`config.mk`:
```
export PLATFORM = sky130hd
export DESIGN_NAME = skx_exec
export DESIGN_NICKNAME = d
export VERILOG_FILES = /design/src/skx_pkg.sv /design/src/skx_alu_if.sv /design/src/skx_exec.sv /design/src/skx_alu.sv
export SDC_FILE = /design/constraint.sdc
export NUM_CORES = 1
export LEC_CHECK = 0
export BUFFER_PORTS_ARGS = -buffer_cell sky130_fd_sc_hd__buf_2
export CAP_MARGIN = 25
export CORE_MARGIN = 2
export CORE_UTILIZATION = 50
export CTS_CLUSTER_SIZE = 30
export DETAILED_ROUTE_END_ITERATION = 12
export HOLD_SLACK_MARGIN = 0.08
export PLACE_DENSITY = 0.85
export SETUP_SLACK_MARGIN = 0.05
export SLEW_MARGIN = 20
export SYNTH_ARGS = -nofsm -noshare
export SYNTH_HDL_FRONTEND = slang
export SYNTH_SLANG_ARGS = --single-unit
```
`constraint.sdc`:
```
create_clock -name ref_clk_i -period 4.38 [get_ports ref_clk_i]
set_clock_uncertainty 0.2 [all_clocks]
set_input_delay 0.438 -clock ref_clk_i [delete_from_list [all_inputs] [get_ports ref_clk_i]]
set_output_delay 0.438 -clock ref_clk_i [all_outputs]
set_load 0.05 [all_outputs]
```
`src/skx_pkg.sv`:
```
// Shared constants and types for the skip, table-read and XOR execution unit.
// Assumes one core clock and one active-high asynchronous core reset.
`default_nettype none
package skx_pkg;
    // Data path and program memory widths
    localparam int unsigned DATA_W  = 8;                  // Data memory byte
    localparam int unsigned ROM_W   = 14;                 // Program word
    localparam int unsigned ROM_AW  = 11;                 // Program address
    localparam int unsigned PTR_W   = 8;                  // Table pointer
    localparam int unsigned PAGE_W  = ROM_AW - PTR_W;     // Page number
    localparam int unsigned THI_W   = ROM_W - DATA_W;     // Table-high width
    localparam int unsigned BSEL_W  = 3;                  // Bit selector
    localparam int unsigned NIB_W   = 4;                  // Nibble width
    // Page fixed for the last-page table read
    localparam logic [PAGE_W-1:0] LAST_PAGE = 3'h7;
    // Values after reset
    localparam logic [DATA_W-1:0] ACC_RST  = 8'h00;
    localparam logic              ZERO_RST = 1'b0;
    localparam logic [THI_W-1:0]  THI_RST  = 6'h00;
    localparam logic [ROM_AW-1:0] RADR_RST = 11'h000;
    // Cycle counts of the multi-cycle forms
    localparam int unsigned SKIP_CYCLES  = 2;             // Skip taken
    localparam int unsigned TABLE_CYCLES = 2;             // Table read

    // Operations handled by the unit
    typedef enum logic [3:0] {
        OP_NOP,        // No operation
        OP_NIBX_ACC,   // nibble_exchange_to_accumulator
        OP_SKZ,        // skip_when_byte_zero
        OP_CPY_SKZ,    // copy_then_skip_when_zero
        OP_SKBC,       // Skip when selected bit clear
        OP_TRD_CUR,    // table_read_current_page
        OP_TRD_LAST,   // table_read_last_page
        OP_XOR_ACC,    // Accumulator xor memory into accumulator
        OP_XOR_MEM,    // exclusive_or_into_memory
        OP_XOR_IMM     // Accumulator xor immediate
    } skx_op_t;

    // Sequencer states
    typedef enum logic [1:0] {
        ST_RUN,        // Accepting operations
        ST_DUMMY,      // Dummy cycle after a taken skip
        ST_TABLE       // Program memory word being read
    } skx_state_t;
endpackage : skx_pkg
`default_nettype wire

```
`src/skx_alu_if.sv`:
```
// Operand and result bundle between the sequencer and the datapath.
// Assumes both ends share the core clock; contents are combinational.
`timescale 1ns/1ps
`default_nettype none
interface skx_alu_if;
    import skx_pkg::*;
    skx_op_t           op;        // Operation
    logic [DATA_W-1:0] mem;       // Addressed memory byte
    logic [DATA_W-1:0] acc;       // Accumulator value
    logic [DATA_W-1:0] imm;       // Immediate byte
    logic [BSEL_W-1:0] bsel;      // Selected bit
    logic [DATA_W-1:0] result;    // Computed byte
    logic              skip;      // Skip is taken
    logic              wr_acc;    // Result goes to accumulator
    logic              wr_mem;    // Result goes to memory
    logic              upd_z;     // Zero flag follows result
    logic              table_rd;  // Table read operation
    modport core (output op, mem, acc, imm, bsel,
                  input  result, skip, wr_acc, wr_mem, upd_z, table_rd);
    modport alu  (input  op, mem, acc, imm, bsel,
                  output result, skip, wr_acc, wr_mem, upd_z, table_rd);
endinterface : skx_alu_if
`default_nettype wire

```
`src/skx_exec.sv`:
```
// Execution unit for nibble exchange, zero skips, table reads and XOR forms.
// Assumes a core that offers one operation at a time with operands attached,
// an asynchronous program memory read, and a core that writes mem_wr_data_o
// to the addressed byte when mem_wr_o pulses.
`timescale 1ns/1ps
`default_nettype none
module skx_exec
    import skx_pkg::*;
(
    input  wire logic              ref_clk_i,      // Core clock, 10 MHz
    input  wire logic              rst_i,          // Async reset, high
    input  wire logic              op_valid_i,     // Operation offered
    input  wire skx_op_t           op_code_i,      // Operation code
    input  wire logic [DATA_W-1:0] mem_rd_data_i,  // Addressed memory byte
    input  wire logic [BSEL_W-1:0] bit_sel_i,      // Bit under test
    input  wire logic [DATA_W-1:0] imm_i,          // Immediate byte
    input  wire logic [PTR_W-1:0]  table_pointer_i,// Table pointer value
    input  wire logic [PAGE_W-1:0] cur_page_i,     // Current program page
    input  wire logic [ROM_W-1:0]  rom_data_i,     // Program word read
    output logic                   ready_o,        // Operation can be taken
    output logic                   rom_rd_o,       // Program memory read
    output logic [ROM_AW-1:0]      rom_addr_o,     // Program read address
    output logic                   mem_wr_o,       // Memory write pulse
    output logic [DATA_W-1:0]      mem_wr_data_o,  // Memory write byte
    output logic [DATA_W-1:0]      acc_o,          // Accumulator
    output logic                   zero_o,         // Zero flag
    output logic [THI_W-1:0]       table_high_byte_reg_o, // Table-high reg
    output logic                   skip_o          // Discard prefetch pulse
);
    skx_alu_if          alu_io ();     // Datapath bundle
    skx_state_t         state_q;       // Sequencer state
    logic               accept;        // Operation taken this cycle
    logic [DATA_W-1:0]  acc_q;         // Accumulator register
    logic               zero_q;        // Zero flag register
    logic [THI_W-1:0]   thi_q;         // Table-high register
    logic [ROM_AW-1:0]  radr_q;        // Latched program address
    logic               mem_wr_q;      // Memory write strobe
    logic [DATA_W-1:0]  mem_wd_q;      // Memory write byte
    logic               skip_q;        // Prefetch discard pulse

    // Last-page select, used by the table read address
    function automatic logic [PAGE_W-1:0] page_of(input skx_op_t op,
                                                  input logic [PAGE_W-1:0] cur);
        page_of = (op == OP_TRD_LAST) ? LAST_PAGE : cur;
    endfunction : page_of

    // Operands to the datapath
    assign alu_io.op   = op_code_i;
    assign alu_io.mem  = mem_rd_data_i;
    assign alu_io.acc  = acc_q;
    assign alu_io.imm  = imm_i;
    assign alu_io.bsel = bit_sel_i;

    skx_alu u_alu (
        .io (alu_io)
    );

    // Handshake
    assign ready_o = (state_q == ST_RUN);
    assign accept  = op_valid_i && ready_o;
    assign rom_rd_o = (state_q == ST_TABLE);

    // Outputs from flops
    assign rom_addr_o            = radr_q;
    assign mem_wr_o              = mem_wr_q;
    assign mem_wr_data_o         = mem_wd_q;
    assign acc_o                 = acc_q;
    assign zero_o                = zero_q;
    assign table_high_byte_reg_o = thi_q;
    assign skip_o                = skip_q;

    // Sequencer
    always_ff @(posedge ref_clk_i or posedge rst_i) begin
        if (rst_i) begin
            state_q <= ST_RUN;
        end else begin
            case (state_q)
                ST_RUN: begin
                    if (accept && alu_io.skip) begin
                        state_q <= ST_DUMMY;
                    end else if (accept && alu_io.table_rd) begin
                        state_q <= ST_TABLE;
                    end
                end
                ST_DUMMY: state_q <= ST_RUN;   // Dummy cycle done
                ST_TABLE: state_q <= ST_RUN;   // Word captured
                default:  state_q <= ST_RUN;
            endcase
        end
    end

    always_ff @(posedge ref_clk_i or posedge rst_i) begin
        if (rst_i) begin
            skip_q <= 1'b0;
        end else begin
            skip_q <= accept && alu_io.skip;
        end
    end

    // Accumulator
    always_ff @(posedge ref_clk_i or posedge rst_i) begin
        if (rst_i) begin
            acc_q <= ACC_RST;
        end else if (accept && alu_io.wr_acc) begin
            acc_q <= alu_io.result;
        end
    end

    always_ff @(posedge ref_clk_i or posedge rst_i) begin
        if (rst_i) begin
            zero_q <= ZERO_RST;
        end else if (accept && alu_io.upd_z) begin
            zero_q <= (alu_io.result == '0);
        end
    end

    always_ff @(posedge ref_clk_i or posedge rst_i) begin
        if (rst_i) begin
            radr_q <= RADR_RST;
        end else if (accept && alu_io.table_rd) begin
            radr_q <= {page_of(op_code_i, cur_page_i), table_pointer_i};
        end
    end

    // Table-high capture
    always_ff @(posedge ref_clk_i or posedge rst_i) begin
        if (rst_i) begin
            thi_q <= THI_RST;
        end else if (state_q == ST_TABLE) begin
            thi_q <= rom_data_i[ROM_W-1:DATA_W];
        end
    end

    // Memory write port
    always_ff @(posedge ref_clk_i or posedge rst_i) begin
        if (rst_i) begin
            mem_wr_q <= 1'b0;
            mem_wd_q <= '0;
        end else if (state_q == ST_TABLE) begin
            mem_wr_q <= 1'b1;
            mem_wd_q <= rom_data_i[DATA_W-1:0];
        end else begin
            mem_wr_q <= accept && alu_io.wr_mem;
            mem_wd_q <= alu_io.result;
        end
    end
endmodule : skx_exec
`default_nettype wire

```
`src/skx_alu.sv`:
```
// Combinational datapath: result byte, skip decision and write targets.
// Assumes operands are stable for the cycle in which they are offered.
`timescale 1ns/1ps
`default_nettype none
module skx_alu
    import skx_pkg::*;
(
    skx_alu_if.alu io             // Operands in, results out
);
    logic [DATA_W-1:0] swapped;   // Nibble-exchanged memory byte

    for (genvar i = 0; i < DATA_W; i++) begin : g_swap
        assign swapped[i] = io.mem[(i + NIB_W) % DATA_W];
    end

    // Decode result, skip and destinations
    always_comb begin
        io.result   = '0;
        io.skip     = 1'b0;
        io.wr_acc   = 1'b0;
        io.wr_mem   = 1'b0;
        io.upd_z    = 1'b0;
        io.table_rd = 1'b0;
        case (io.op)
            OP_NIBX_ACC: begin
                io.result = swapped;
                io.wr_acc = 1'b1;
            end
            OP_SKZ: begin
                io.skip = (io.mem == '0);
            end
            OP_CPY_SKZ: begin
                io.result = io.mem;
                io.wr_acc = 1'b1;
                io.skip   = (io.mem == '0);
            end
            OP_SKBC: begin
                io.skip = ~io.mem[io.bsel];
            end
            OP_TRD_CUR, OP_TRD_LAST: begin
                // Table forms finish in the sequencer
                io.table_rd = 1'b1;
            end
            OP_XOR_ACC: begin
                io.result = io.acc ^ io.mem;
                io.wr_acc = 1'b1;
                io.upd_z  = 1'b1;
            end
            OP_XOR_MEM: begin
                io.result = io.acc ^ io.mem;
                io.wr_mem = 1'b1;
                io.upd_z  = 1'b1;
            end
            OP_XOR_IMM: begin
                io.result = io.acc ^ io.imm;
                io.wr_acc = 1'b1;
                io.upd_z  = 1'b1;
            end
            default: begin
                // No effect
                io.result = '0;
            end
        endcase
    end
endmodule : skx_alu
`default_nettype wire

```
==> flow_metrics.py <==
metrics = {
    "outcome": {
        "status": "complete, no violations",
    },
    "cts": {
        "clock_latency_ps": 290,
        "cts_buffers": 5,
        "clk_pin_slew_ps": 60,
        "htree_levels": 2,
        "root_buffer": "clkbuf_8",
        "cts_tree": "built",
        "cts_resized": 0,
        "cts_buffer_depth": 2,
        "cts.sinks": 38,
        "cts-hold-fix-buffers": 1,
        "postCtsSetupBuffers": 0,
    },
    "cells_and_area": {
        "finalNonFillerCells": 330,
        "nNetsFinal": 333,
        "final_cell_mix": "88 x buf_2, 38 x nand2_1, 38 x dfrtp_1, 24 x nor2_1, 18 x mux2i_1",
        "num_antenna_cells": 0,
        "final_common_cell": "buf_2",
        "stdcell_area_um2": 2460,
        "drive_gt1_frac": 0.397,
        "areaGrowthSynthToFinish_pct": 29.4,
    },
    "min_path": {
        "worst_hold_startpoint": "table_pointer_i[4]",
        "hold_class": "in2reg",
        "holdPathStages": 3,
        "holdPathEnd": "rom_addr_o[4]$_DFFE_PP0P_",
    },
    "timing": {
        "max_freq_mhz": 432,
        "finalHoldViolations": 0,
        "fin_ws_ps": 2070,
        "setup_viol": 0,
        "drv_slew": 0,
        "max-slew-margin-rel": 0.369,
        "tightest_slew_ps": 946,
        "tns_ps": 0,
        "rsz0062_at_grt": "false",
        "period_minus_slack_ps": 2310,
        "fin_crit_sh": 0.528,
    },
    "critical_path": {
        "cpPeakStageDelay_ps": 730,
        "cp_max_fo": 24,
        "r2r-end": "rom_addr_o[6]$_DFFE_PP0P_",
        "reg2reg_from": "state_q[1]$_DFFE_PP0P_",
        "startpoint_type": "flop",
        "criticalPathCategory": "reg2out",
        "cp_top_family": "simple AND/OR/NAND/NOR gates",
        "crit_path_top_delay_cell": "nand2b_1",
        "arrival_ps": 1680,
        "required_ps": 3740,
        "worst-path-buf-inv": 2,
        "ff2ff_path_depth": 6,
        "reg2reg_slack_ps": 2430,
        "worstPathCellList": "nand2b_1 > inv_1 > buf_2",
        "crit_path_end_kind": "output pin",
    },
    "global_routing": {
        "antenna_found_initial": 0,
        "grt_start_max_net_pins": 39,
        "grt_overflow_total": 0,
        "grt_pass1_vias": 1790,
        "track_usage": 0.228,
        "grt_pass1_wl_um": 7410,
    },
    "placement": {
        "placed_area_um2": 2370,
        "gp_congestion": 0.815,
        "place_ws_ps": 1850,
        "dp_cells": 322,
        "io_buffers": 88,
        "dp_hpwl_um": 3640,
    },
    "routing": {
        "routed_wl_um": 4610,
        "wl_per_cell_um": 14.0,
        "ant_nets": 0,
        "vias_per_cell": 5.20,
        "dr.first_iter.drc_count": 67,
        "first_pass_iters": 4,
        "num_vias": 1715,
        "drcViolationCount": 0,
    },
    "synth": {
        "syn_nets": 244,
        "ys_ff_latch": 38,
        "ys_types": 29,
        "synth_cells": 193,
        "syn_area_um2": 1900,
        "seq_area_frac_synth": 0.500,
        "yosysWarningCount": 0,
        "syn_avg_cell_area_um2": 9.85,
    },
    "floorplanning": {
        "boundaryPins": 89,
        "fp.dieH_um": 65.7,
        "num_rows": 22,
        "die_w_um": 65.7,
        "initial_core_util": 0.519,
        "core_um2": 3660,
        "die_area_um2": 4310,
    },
    "job": {
        "drv_cap": 0,
    },
    "pwr": {
        "power_density_nw_per_um2": 450,
        "leakage_nw": 1.29,
        "vdd_drop_max_mv": 0.255,
    },
}
==> where the power goes <==
part | internal, mW | switching [mW] | leakage [nW]
Clock | 0.107 | 0.113 | 0.0438
Combinational | 0.117 | 0.326 | 0.755
Sequential | 0.412 | 0.0332 | 0.489
Total | 0.635 | 0.472 | 1.29
==> synthesized netlist by cell type <==
cell type | count | area, um^2
dfrtp_1 | 38 | 951
mux4_2 | 2 | 45.0
buf_2 | 2 | 10.0
clkbuf_1 | 5 | 18.8
o21ai_0 | 5 | 25.0
mux2i_1 | 18 | 180
a31oi_1 | 2 | 12.5
clkinv_1 | 1 | 3.75
nand2_1 | 38 | 143
a21oi_1 | 12 | 60.1
nor2_1 | 24 | 90.1
nand2b_1 | 1 | 6.26
a21oi_2 | 4 | 35.0
xnor2_1 | 8 | 70.1
nand3_1 | 2 | 10.0
nand4_1 | 2 | 12.5
mux2_2 | 6 | 67.6
nand4b_1 | 1 | 8.76
nor2b_1 | 2 | 12.5
a31o_2 | 1 | 8.76
o21ai_1 | 8 | 40.0
nor3b_1 | 1 | 7.51
buf_6 | 2 | 22.5
nor4bb_1 | 1 | 10.0
xor2_1 | 1 | 8.76
o41ai_2 | 1 | 16.3
inv_1 | 2 | 7.51
and2_1 | 1 | 6.26
nor4_1 | 2 | 12.5
==> state kept, by name, indices dropped and copies added (netlist names) <==
name / flops
rom_addr_o: 11
state_q: 2
mem_wr_o: 1
skip_o: 1
acc_o: 8
zero_o: 1
table_high_byte_reg_o: 6
mem_wr_data_o: 8
==> metal layers <==
metal | vias to the layer above | GRT usage | routed length, um
li1 | 833 | - | -
met1 | 809 | 0.245 | 1860
met2 | 68 | 0.418 | 2340
met3 | 5 | 0.0668 | 353
met4 | 0 | 0.0833 | 49
met5 | - | 0 | 0
==> worst max path at each step <==
stage	start	end	slack, ps	cells past startpoint
2_1_floorplan	op_code_i[1]	zero_o$_DFFE_PP0P_	2110	8
3_3_place_gp	op_code_i[1]	zero_o$_DFFE_PP0P_	1950	8
3_5_place_dp	op_code_i[1]	zero_o$_DFFE_PP0P_	1850	8
4_1_cts	state_q[0]$_DFFE_PP0P_	rom_rd_o	2030	3
5_1_grt	state_q[0]$_DFFE_PP0P_	rom_rd_o	1920	3
6_report	state_q[0]$_DFFE_PP0P_	rom_rd_o	2070	3
==> logic make-up (layout without fill, tap and decap cells) <==
family          Yosys count  count (layout)  share of synthesized area
compound gates           33              33                      0.104
xor+xnor                  9               9                     0.0414
buf+inv                  12             101                     0.0329
flops                    38              38                      0.500
mux                      26              26                      0.154
simple gates             75              75                      0.168
==> stage by stage <==
stage,util,hold slack [ps],total power [mW]
floorplan,-,343,0.778
global placement,0.648,251,0.885
detailed placement,0.648,264,0.896
CTS,0.672,150,1.12
global route,0.672,150,1.16
finish,0.672,155,1.11
==> worst register-to-register path: cells and delay by family (launching register included) <==
kind,cells,cell delay [ps]
flops,1,380
buf+inv,1,330
simple gates,5,970
==> final cells by class <==
class	instances	area, um^2
inverters	3	11.3
fillers	324	1200
multi-input cells	143	895
well taps	48	60.1
clock buffers	5	68.8
repair buffers	91	465
flip-flops and latches	38	951
clock inverters	2	10.0
(Power assumes the default switching activity.)
